==> config.mk <==
export PLATFORM = sky130hd
export DESIGN_NAME = dnpbs_regs
export DESIGN_NICKNAME = d
export VERILOG_FILES = /design/src/dnpbs_pkg.sv /design/src/dnpbs_regs.sv /design/src/dnpbs_pin_sync.sv
export SDC_FILE = /design/constraint.sdc
export NUM_CORES = 1
export LEC_CHECK = 0
export BUFFER_PORTS_ARGS = -buffer_cell sky130_fd_sc_hd__buf_2
export CAP_MARGIN = 15
export CORE_MARGIN = 2
export CORE_UTILIZATION = 23
export DETAILED_ROUTE_END_ITERATION = 8
export GPL_TIMING_DRIVEN = 1
export REMOVE_ABC_BUFFERS = 1
export SLEW_MARGIN = 20
export SYNTH_ARGS = -nofsm -noshare
export SYNTH_HDL_FRONTEND = slang
export SYNTH_SLANG_ARGS = --single-unit
==> constraint.sdc <==
create_clock -name pclk -period 4.1 [get_ports pclk]
set_clock_uncertainty 0.15 [all_clocks]
set_input_delay 0.615 -clock pclk [delete_from_list [all_inputs] [get_ports pclk]]
set_output_delay 0.615 -clock pclk [all_outputs]
set_load 0.03 [all_outputs]
==> src/dnpbs_pkg.sv <==
// dnpbs_pkg: shared constants and types for the nco preset/binding/sync bank
// assumes a 32-bit apb with 12-bit byte addresses, one register per word

package dnpbs_pkg;

  // ****************************************************************
  // bus geometry
  // ****************************************************************
  localparam int ADDR_W = 12;
  localparam int IDX_W  = 10;

  // ****************************************************************
  // register indices (byte address is four times the index)
  // ****************************************************************
  localparam logic [IDX_W-1:0] IDX_PRESET_SELECT = 10'h215;
  localparam logic [IDX_W-1:0] IDX_CHAN_BIND     = 10'h216;
  localparam logic [IDX_W-1:0] IDX_REF_DIV       = 10'h217;
  localparam logic [IDX_W-1:0] IDX_PHASE_SYNC    = 10'h219;
  localparam logic [IDX_W-1:0] IDX_STATUS        = 10'h21a;

  // ****************************************************************
  // reset values
  // ****************************************************************
  localparam logic [7:0]  RST_PRESET_SELECT = 8'h00;
  localparam logic [7:0]  RST_CHAN_BIND     = 8'h02;
  localparam logic [15:0] RST_REF_DIV       = 16'h0000;
  localparam logic [7:0]  RST_PHASE_SYNC    = 8'h02;

  // ****************************************************************
  // field positions
  // ****************************************************************
  localparam int DDC_A_LSB      = 0;
  localparam int DDC_B_LSB      = 2;
  localparam int BIT_CHAN_A_SRC = 0;
  localparam int BIT_CHAN_B_SRC = 1;
  localparam int BIT_SYNC_NEXT  = 0;
  localparam int BIT_SYNC_ILA   = 1;

  // ****************************************************************
  // types
  // ****************************************************************
  typedef enum logic [1:0] {
    MODE_REGISTER    = 2'h0,
    MODE_PIN_PAIRS   = 2'h1,
    MODE_SHARED_PINS = 2'h2,
    MODE_RESERVED    = 2'h3
  } dnpbs_mode_t;

  typedef enum logic [2:0] {
    ARM_IDLE   = 3'h1,
    ARM_PRIMED = 3'h2,
    ARM_READY  = 3'h4
  } dnpbs_arm_t;

endpackage

==> src/dnpbs_regs.sv <==
// dnpbs_regs: apb register bank for ddc nco preset choice, channel binding,
// rational divisor and nco phase-start control
// assumes an apb master on pclk, link logic giving a same-clock lane-align
// lmfc pulse, and sysref plus preset pins arriving asynchronously
//
// The APB register port was left to the implementer.

`timescale 1ns/1ps

module dnpbs_regs
  import dnpbs_pkg::*;
(
  input  wire logic              pclk,                 // device clock
  input  wire logic              presetn,              // async reset, low
  input  wire logic              psel,                 // apb select
  input  wire logic              penable,              // apb access phase
  input  wire logic              pwrite,               // apb direction
  input  wire logic [ADDR_W-1:0] paddr,                // apb byte address
  input  wire logic [31:0]       pwdata,               // apb write data
  input  wire logic [3:0]        pstrb,                // apb byte lanes
  output logic      [31:0]       prdata,               // apb read data
  output logic                   pready,               // apb ready
  output logic                   pslverr,              // apb error
  input  wire logic [1:0]        preset_source_mode,   // from mode register
  input  wire logic [1:0]        ncoa_pins,            // ddc a preset pins
  input  wire logic [1:0]        ncob_pins,            // ddc b preset pins
  input  wire logic              sysref,               // sysref pin
  input  wire logic              lmfc_ila_start,       // lane-align lmfc
  input  wire logic              adc_a_power_down,     // adc a powered down
  input  wire logic              adc_b_power_down,     // adc b powered down
  output logic      [1:0]        ddc_a_preset_index,   // active ddc a preset
  output logic      [1:0]        ddc_b_preset_index,   // active ddc b preset
  output logic                   chan_a_source_select, // chan a from adc b
  output logic                   chan_b_source_select, // chan b from adc b
  output logic                   chan_a_power_down,    // chan a and link off
  output logic                   chan_b_power_down,    // chan b and link off
  output logic      [15:0]       rational_ref_divisor, // shared divisor
  output logic                   nco_phase_init,       // phase start pulse
  output logic                   sync_armed            // waiting for sysref
);

  // ****************************************************************
  // storage
  // ****************************************************************
  logic [7:0]  nco_preset_select;
  logic [7:0]  digital_channel_binding;
  logic [15:0] rational_nco_ref_divisor;
  logic [7:0]  nco_phase_sync_control;
  dnpbs_arm_t  arm_state;
  dnpbs_arm_t  next_arm;
  logic        sysref_prev;
  logic [4:0]  pin_stable;

  // ****************************************************************
  // decoding helpers
  // ****************************************************************
  // preset choice, shared by both ddcs; reserved mode keeps the register
  function automatic logic [1:0] pick_preset(
    input logic [1:0] mode,
    input logic [1:0] reg_field,
    input logic [1:0] own_pins,
    input logic [1:0] a_pins
  );
    logic [1:0] r;
    r = reg_field;
    case (mode)
      MODE_REGISTER:    r = reg_field;
      MODE_PIN_PAIRS:   r = own_pins;
      MODE_SHARED_PINS: r = a_pins;
      default:          r = reg_field;
    endcase
    return r;
  endfunction

  // a digital channel follows the power state of the adc it is bound to
  function automatic logic bound_down(
    input logic from_b,
    input logic pd_a,
    input logic pd_b
  );
    return from_b ? pd_b : pd_a;
  endfunction

  // ****************************************************************
  // apb decode
  // ****************************************************************
  wire logic             setup     = psel & ~penable;
  wire logic             access    = psel & penable & pready;
  wire logic             wr_en     = access & pwrite;
  wire logic [IDX_W-1:0] word_idx  = paddr[ADDR_W-1:2];
  wire logic             aligned   = (paddr[1:0] == 2'b00);
  wire logic             hit_sel   = aligned & (word_idx == IDX_PRESET_SELECT);
  wire logic             hit_bind  = aligned & (word_idx == IDX_CHAN_BIND);
  wire logic             hit_div   = aligned & (word_idx == IDX_REF_DIV);
  wire logic             hit_sync  = aligned & (word_idx == IDX_PHASE_SYNC);
  wire logic             hit_stat  = aligned & (word_idx == IDX_STATUS);
  wire logic             mapped    = hit_sel | hit_bind | hit_div |
                                     hit_sync | hit_stat;
  // status is read-only; writing it is flagged rather than silently lost
  wire logic             bus_err   = ~mapped | (pwrite & hit_stat);

  // write strobes, byte lane gated
  wire logic             wr_sel    = wr_en & hit_sel & pstrb[0];
  wire logic             wr_bind   = wr_en & hit_bind & pstrb[0];
  wire logic             wr_div_lo = wr_en & hit_div & pstrb[0];
  wire logic             wr_div_hi = wr_en & hit_div & pstrb[1];
  wire logic             wr_sync   = wr_en & hit_sync & pstrb[0];
  wire logic [7:0]       wd_lo     = pwdata[7:0];
  wire logic [7:0]       wd_hi     = pwdata[15:8];
  wire logic             wd_bit0   = pwdata[0];
  wire logic             wd_bit1   = pwdata[1];

  // ****************************************************************
  // read mux
  // ****************************************************************
  wire logic [7:0]  status_byte = {2'b00, chan_b_power_down,
                                   chan_a_power_down, ddc_b_preset_index,
                                   ddc_a_preset_index};
  wire logic [31:0] rd_word =
    hit_sel  ? {24'h000000, nco_preset_select}        :
    hit_bind ? {24'h000000, digital_channel_binding}  :
    hit_div  ? {16'h0000, rational_nco_ref_divisor}   :
    hit_sync ? {24'h000000, nco_phase_sync_control}   :
    hit_stat ? {23'h000000, sync_armed, status_byte}  :
               32'h00000000;

  // ****************************************************************
  // apb answer: one access cycle, no wait states
  // ****************************************************************
  // ready and data are captured in setup so they leave a flop
  always_ff @(posedge pclk or negedge presetn) begin
    if (!presetn) begin
      pready  <= 1'b0;
      pslverr <= 1'b0;
      prdata  <= 32'h00000000;
    end else begin
      pready  <= setup;
      pslverr <= setup & bus_err;
      if (setup) begin
        prdata <= pwrite ? 32'h00000000 : rd_word;
      end
    end
  end

  // ****************************************************************
  // configuration registers
  // ****************************************************************
  // reserved bits kept
  // whole bytes are stored; only the documented fields are decoded
  always_ff @(posedge pclk or negedge presetn) begin
    if (!presetn) begin
      nco_preset_select       <= RST_PRESET_SELECT;
      digital_channel_binding <= RST_CHAN_BIND;
      nco_phase_sync_control  <= RST_PHASE_SYNC;
    end else begin
      if (wr_sel) begin
        nco_preset_select <= wd_lo;
      end
      if (wr_bind) begin
        digital_channel_binding <= wd_lo;
      end
      if (wr_sync) begin
        nco_phase_sync_control <= wd_lo;
      end
    end
  end

  always_ff @(posedge pclk or negedge presetn) begin
    if (!presetn) begin
      rational_nco_ref_divisor <= RST_REF_DIV;
    end else begin
      if (wr_div_lo) begin
        rational_nco_ref_divisor[7:0] <= wd_lo;
      end
      if (wr_div_hi) begin
        rational_nco_ref_divisor[15:8] <= wd_hi;
      end
    end
  end

  assign chan_b_source_select = digital_channel_binding[BIT_CHAN_B_SRC];
  assign chan_a_source_select = digital_channel_binding[BIT_CHAN_A_SRC];
  assign rational_ref_divisor = rational_nco_ref_divisor;

  // ****************************************************************
  // pin synchronisers
  // ****************************************************************
  // preset pins may settle at different times; each bit is filtered on its own, so skew between bits still reaches pin_stable
  dnpbs_pin_sync #(
    .W (5)
  ) u_pin_sync (
    .pclk    (pclk),
    .presetn (presetn),
    .d       ({sysref, ncob_pins, ncoa_pins}),
    .q       (pin_stable)
  );

  wire logic [1:0] pin_a       = pin_stable[1:0];
  wire logic [1:0] pin_b       = pin_stable[3:2];
  wire logic       sysref_lvl  = pin_stable[4];
  wire logic       sysref_rise = sysref_lvl & ~sysref_prev;

  // ****************************************************************
  // active preset and power-down
  // ****************************************************************
  wire logic [1:0] fld_a = nco_preset_select[DDC_A_LSB +: 2];
  wire logic [1:0] fld_b = nco_preset_select[DDC_B_LSB +: 2];
  wire logic [1:0] next_ddc_a = pick_preset(preset_source_mode, fld_a,
                                            pin_a, pin_a);
  wire logic [1:0] next_ddc_b = pick_preset(preset_source_mode, fld_b,
                                            pin_b, pin_a);
  wire logic next_pd_a = bound_down(chan_a_source_select,
                                    adc_a_power_down, adc_b_power_down);
  wire logic next_pd_b = bound_down(chan_b_source_select,
                                    adc_a_power_down, adc_b_power_down);

  // registered so datapath selects never see a decode glitch
  always_ff @(posedge pclk or negedge presetn) begin
    if (!presetn) begin
      ddc_a_preset_index <= 2'h0;
      ddc_b_preset_index <= 2'h0;
      chan_a_power_down  <= 1'b0;
      chan_b_power_down  <= 1'b0;
    end else begin
      ddc_a_preset_index <= next_ddc_a;
      ddc_b_preset_index <= next_ddc_b;
      chan_a_power_down  <= next_pd_a;
      chan_b_power_down  <= next_pd_b;
    end
  end

  // ****************************************************************
  // nco phase start
  // ****************************************************************
  wire logic wr_sync_zero = wr_sync & ~pwdata[BIT_SYNC_NEXT];
  wire logic wr_sync_one  = wr_sync & pwdata[BIT_SYNC_NEXT];
  wire logic ila_fire  = nco_phase_sync_control[BIT_SYNC_ILA] &
                         lmfc_ila_start;
  wire logic sref_fire = (arm_state == ARM_READY) & sysref_rise;

  // one shot per arm
  // a 1 alone never arms: the 0 must come first, so a stale 1 is harmless
  always_comb begin
    next_arm = arm_state;
    case (arm_state)
      ARM_IDLE: begin
        next_arm = wr_sync_zero ? ARM_PRIMED : ARM_IDLE;
      end
      ARM_PRIMED: begin
        next_arm = wr_sync_one ? ARM_READY : ARM_PRIMED;
      end
      ARM_READY: begin
        if (wr_sync_zero) begin
          next_arm = ARM_PRIMED;
        end else if (sysref_rise) begin
          next_arm = ARM_IDLE;
        end else begin
          next_arm = ARM_READY;
        end
      end
      default: begin
        next_arm = ARM_IDLE;
      end
    endcase
  end

  // state, edge history and the start pulse
  always_ff @(posedge pclk or negedge presetn) begin
    if (!presetn) begin
      arm_state      <= ARM_IDLE;
      sysref_prev    <= 1'b0;
      nco_phase_init <= 1'b0;
      sync_armed     <= 1'b0;
    end else begin
      arm_state      <= next_arm;
      sysref_prev    <= sysref_lvl;
      nco_phase_init <= ila_fire | sref_fire;
      sync_armed     <= (next_arm == ARM_READY);
    end
  end
endmodule

==> src/dnpbs_pin_sync.sv <==
// dnpbs_pin_sync: three-stage synchroniser with agreement filter per bit
// assumes inputs are asynchronous pins; output changes once stages 2 and 3
// agree, so a one-cycle glitch past stage 2 never reaches the output

`timescale 1ns/1ps

module dnpbs_pin_sync #(
  parameter int W = 1
) (
  input  wire logic         pclk,    // device clock
  input  wire logic         presetn, // async reset, active low
  input  wire logic [W-1:0] d,       // raw pin levels
  output logic      [W-1:0] q        // filtered synchronous levels
);

  // ****************************************************************
  // per-bit chain
  // ****************************************************************
  genvar gi;
  generate
    for (gi = 0; gi < W; gi++) begin : g_bit
      logic s1;
      logic s2;
      logic s3;

      // stage 1 feeds stage 2 only
      always_ff @(posedge pclk or negedge presetn) begin
        if (!presetn) begin
          s1 <= 1'b0;
          s2 <= 1'b0;
          s3 <= 1'b0;
        end else begin
          s1 <= d[gi];
          s2 <= s1;
          s3 <= s2;
        end
      end

      // accept a level only when the last two stages agree
      always_ff @(posedge pclk or negedge presetn) begin
        if (!presetn) begin
          q[gi] <= 1'b0;
        end else if (s2 == s3) begin
          q[gi] <= s3;
        end
      end
    end
  endgenerate

endmodule

# Yosys cells after proc, flatten, opt, wreduce, memory -nomap -nowiden
# Index checks and enable logic that the tools add are counted.
# word_totals
regBits,106
input_bits,63
out_inout_bits,60
elab_cells,104
# classes
n_eq_ne,16
mux,15
bitwise_logic,35
n_reduce_logical,2
# op_table
op,count
2-to-1 mux 16 bit,4
"equality test 10 bit, second input constant",5
AND 1 bit,25
2-to-1 mux 9 bit,2
2-to-1 mux 3 bit,3
case mux 3 bit (3 select lines),1
"equality test 3 bit, second input constant",2
OR 1 bit,6
equality test 1 bit,5
2-to-1 mux 2 bit,2
NOT 1 bit,4
case mux 2 bit (2 select lines),1
"equality test 3 x 1 -> 1 bit, second input constant",1
"equality test 3 x 2 -> 1 bit, second input constant",1
"equality test 2 x 1 -> 1 bit, second input constant",1
"equality test 2 bit, second input constant",1
zero test 2 bit,1
2-to-1 mux 1 bit,2
OR reduction 2 bit,1

# Depth between registers and ports, before layout
# logic_depth
ltp_word,9
ltp_mapped,6

# Modules after synthesis
# From an unflattened synthesis, not the netlist that was laid out.
# unflattened
cells_unflattened,327
area_unflattened_um2,4075.2
# by_module_without_submodules
mod,n_inst,cells_each,area_per_inst_um2
dnpbs_regs,1,302,3518.4
dnpbs_pin_sync,1,25,556.8

# Worst setup path after synthesis
# Ideal clock, no wire load.
# synth_path
path_kind,in2reg
start,in paddr[1]
end,reg nco_phase_sync_control[0]
arrival_time_ns,2.133
setup_slack_ns,1.692
path_stages,6
path_buffers,2
cell_sequence,or4b_1 > buf_2 > or2_0 > buf_6 > nor2_8 > mux2_2
# synth_via
elab_chain_len,4
# synth_rtl
item,line,source
"start, declared",dnpbs_regs.sv:18,"input wire logic [ADDR_W-1:0] paddr,"
zero test 2 bit,dnpbs_regs.sv:91,wire logic aligned = (paddr[1:0] == 2'b00);
AND 1 bit,dnpbs_regs.sv:95,wire logic hit_sync = aligned & (word_idx == IDX_PHASE_SYNC);
AND 1 bit (2 in a row),dnpbs_regs.sv:107,wire logic wr_sync = wr_en & hit_sync & pstrb[0];
"end signal, assigned",dnpbs_regs.sv:163,nco_phase_sync_control <= wd_lo;
"end, declared",dnpbs_regs.sv:48,logic [7:0] nco_phase_sync_control;
# Every way passes these cells.
# A chain may end at the register's enable or synchronous reset.

# Worst setup path in the final report
# layout_path
start,in paddr[7]
end,"reg rational_nco_ref_divisor[1], in the netlist rational_ref_divisor[1]"
# layout_via
elab_chain_len,4
# layout_rtl
item,line,source
equality test 10 bit,dnpbs_regs.sv:94,wire logic hit_div = aligned & (word_idx == IDX_REF_DIV);
AND 1 bit,dnpbs_regs.sv:94,
AND 1 bit (2 in a row),dnpbs_regs.sv:105,wire logic wr_div_lo = wr_en & hit_div & pstrb[0];
"end signal, assigned",dnpbs_regs.sv:173,rational_nco_ref_divisor[7:0] <= wd_lo;
"end, declared",dnpbs_regs.sv:47,logic [15:0] rational_nco_ref_divisor;
# Every way passes these cells.

==> results_dict.tcl <==
set metrics [dict create \
    power_frac_comb 0.079 \
    postRouteAntennaNets 0 \
    n_fill_cell 1774 \
    cts_root_buf "clkbuf_16" \
    syn_inst 323 \
    totalPowerFinal_w 0.00184 \
    dieHeight_um 137 \
    h-tree-depth 3 \
    dp_hpwl_um 7750 \
    cts_resized 0 \
    routedWlPerCell_um 16.5 \
    start_util 0.236 \
    path_cells "buf_2 -> nor4b_4 -> nand4_2 -> nor3_4 -> mux2_2" \
    cp.required_ns 4.18 \
    timing_worst_slew_pin_value_ns 0.953 \
    endpoint_kind "flip-flop" \
    crit_family "simple AND/OR/NAND/NOR gates" \
    power_density_nw_per_um2 367 \
    fin_crit_ns 2.63 \
    syn_area_um2 4100 \
    seq_area_um2 2260 \
    fin_area_um2 5020 \
    core_area_um2 17400 \
    io_pins 123 \
    final_cell_mix "87 x dfrtp_1, 87 x buf_2, 44 x mux2_2" \
    seqPwrFrac 0.500 \
    rsz0062_at_grt "false" \
    cts_hold_buf 0 \
    grt_overflow 0 \
    grt_pass1_vias 2942 \
    placed_area_um2 4720 \
    ys_warn_count 0 \
    via_count 2920 \
    maxSlewViolCount 0 \
    maxCapViolations 0 \
    grt_use_total 0.117 \
    portBuffers 88 \
    min_period_over_period 0.641 \
    hold_viol 0 \
    cp.arrival_ns 2.70 \
    drt-pass1-iter-count 5 \
    dieArea_um2 18900 \
    finalSetupTns_ns 0 \
    hold_slack_ns 0.0305 \
    grt_max_degree 77 \
    ir_drop_mv 0.252 \
    clockBufferDepth 2 \
    antenna_found_initial 0 \
    critPathBufInv 1 \
    gp_congestion 0.832 \
    p_clk_frac 0.421 \
    worstSetupPathType "in -> reg" \
    p_int_w 0.00137 \
    drive_gt1_frac 0.408 \
    vias_per_cell 4.55 \
    cp_slowest_cell "nor3_4" \
    leakage_nw 2.48 \
    setup_viol 0 \
    ys_ff_latch 90 \
    fmax_ghz 0.381 \
    critPathMaxFanout 8 \
    clkSlewWorstSetupHoldPaths_ns 0.07 \
    cts_buffers 9 \
    drtIter0Drc 231 \
    grt_pass1_wl_um 16400 \
    sw_frac_of_total 0.258 \
    die_width_um 137 \
    synth_cell_types 52 \
    utilization 0.289 \
    p_sw_w 0.000475 \
    cts_tree "built" \
    drc 0 \
    status "finished clean" \
    yosysSeqAreaShare 0.551 \
    clock-sinks 90 \
    insertion_delay_ns 0.34 \
    row_count 48 \
    postSynthAreaPerCell_um2 12.7 \
    post_cts_buffers 0 \
    routed_wl_um 10600 \
    hold_class "in -> async" \
    slew_headroom 0.365 \
    multiInputGateArea_um2 1680 \
    fin_nets 477 \
    area_growth_pct 22.6 \
    crit_path_max_incr_delay_ns 0.65 \
    start_kind "input pin" \
    n_antenna_cell 0 \
]
==> final cells by class <==
cell class,instances,share of cell area
clock buffers,9,0.0448
clock inverters,7,0.0105
repair buffers,91,0.0966
multi-input cells,209,0.335
flip-flops and latches,90,0.449
inverters,11,0.00822
well taps,225,0.0560
==> per-stage QoR <==
| stage | setup WS [ns] | std cells |
|---|---|---|
| after floorplan | 1.62 | 310 |
| after global placement | 1.15 | 625 |
| after detailed placement | 1.08 | 625 |
| after CTS | 1.46 | 641 |
| after global routing | 1.39 | 642 |
| final | 1.47 | 642 |
==> cell usage after synthesis (all sizes together) <==
cell / n / area share
a2111oi: 2 / 0.013
a21o: 6 / 0.011
a21oi: 18 / 0.022
a221o: 13 / 0.032
a221oi: 2 / 0.0043
a22o: 8 / 0.017
a2bb2oi: 2 / 0.0043
and2: 8 / 0.012
and4: 1 / 0.0021
buf: 20 / 0.035
clkbuf: 8 / 0.0073
conb: 1 / 0.00092
dfrtp: 87 / 0.53
dfstp: 3 / 0.019
ha: 2 / 0.0061
inv: 11 / 0.010
maj3: 5 / 0.012
mux2: 44 / 0.12
mux2i: 2 / 0.0049
nand2: 20 / 0.018
nand2b: 5 / 0.0076
nand3: 5 / 0.0073
nand3b: 2 / 0.0037
nand4: 2 / 0.0046
nor2: 6 / 0.010
nor2b: 3 / 0.0046
nor3: 7 / 0.017
nor3b: 1 / 0.0018
nor4: 2 / 0.0067
nor4b: 2 / 0.0079
o211ai: 1 / 0.0018
o21ai: 11 / 0.013
o22a: 1 / 0.0043
o22ai: 2 / 0.0031
o311ai: 1 / 0.0021
o31a: 1 / 0.0021
o32ai: 1 / 0.0021
or2: 2 / 0.0031
or4b: 4 / 0.0098
xor2: 1 / 0.0021
==> flip-flops by register name (all words and copies together) (netlist names), 5 cells and up <==
signal                   cells
u_pin_sync.g_bit.s3          5
rational_ref_divisor        16
u_pin_sync.g_bit.s2          5
nco_preset_select            8
digital_channel_binding      8
prdata                      16
nco_phase_sync_control       8
u_pin_sync.q                 5
u_pin_sync.g_bit.s1          5
==> layer usage <==
layer | vias up | share of wire | track usage
met5 | - | 0 | 0
met4 | 0 | 0.023 | 0.0401
met3 | 18 | 0.091 | 0.0335
met2 | 154 | 0.46 | 0.187
met1 | 1419 | 0.42 | 0.150
li1 | 1329 | - | -
==> worst paths after layout <==
kind                                                  startpoint                                   to  slack, ns  cells after the start
worst max-delay path                                    paddr[7]  rational_ref_divisor[1]$_DFFE_PN0P_       1.47                      5
worst min-delay path                                     presetn     u_pin_sync.g_bit[3].s1$_DFF_PN0_       0.03                      1
worst max register to register                  pready$_DFF_PN0_  rational_ref_divisor[1]$_DFFE_PN0P_       1.80                      4
worst min register to register  u_pin_sync.g_bit[0].s1$_DFF_PN0_     u_pin_sync.g_bit[0].s2$_DFF_PN0_       0.20                      0
max in group asynchronous                                presetn               arm_state[0]$_DFF_PN1_       2.89                      3
min in group pclk               u_pin_sync.g_bit[0].s1$_DFF_PN0_     u_pin_sync.g_bit[0].s2$_DFF_PN0_       0.20                      0
==> worst register-to-register path: stages (launching register included) <==
cell,delay (ns)
dfrtp_1,0.34
and4_1,0.27
nand4_2,0.37
nor3_4,0.65
mux2_2,0.40
==> kinds of logic (layout without fill, tap and decap cells) <==
group	count (synthesis)	in the layout	synth area share
AO/OA/AOI/OAI	69	69	0.133
XOR/XNOR	1	1	0.00214
adder cells (fa/ha/maj)	7	7	0.0183
buffers and inverters	39	118	0.0528
flip-flops	90	90	0.551
multiplexers	46	46	0.126
other	1	16	0.000915
AND/OR/NAND/NOR	70	70	0.117
==> power groups by stage <==
stage	Sequential (W)	Combinational, W	Clock (W)
after global routing	0.000922	0.000161	0.000841
after floorplan	0.000946	0.0000586	0
after global placement	0.000936	0.000142	0
final	0.000920	0.000145	0.000776
after detailed placement	0.000937	0.000144	0
after CTS	0.000920	0.000144	0.000802
Power figures use the tool's default switching activity.
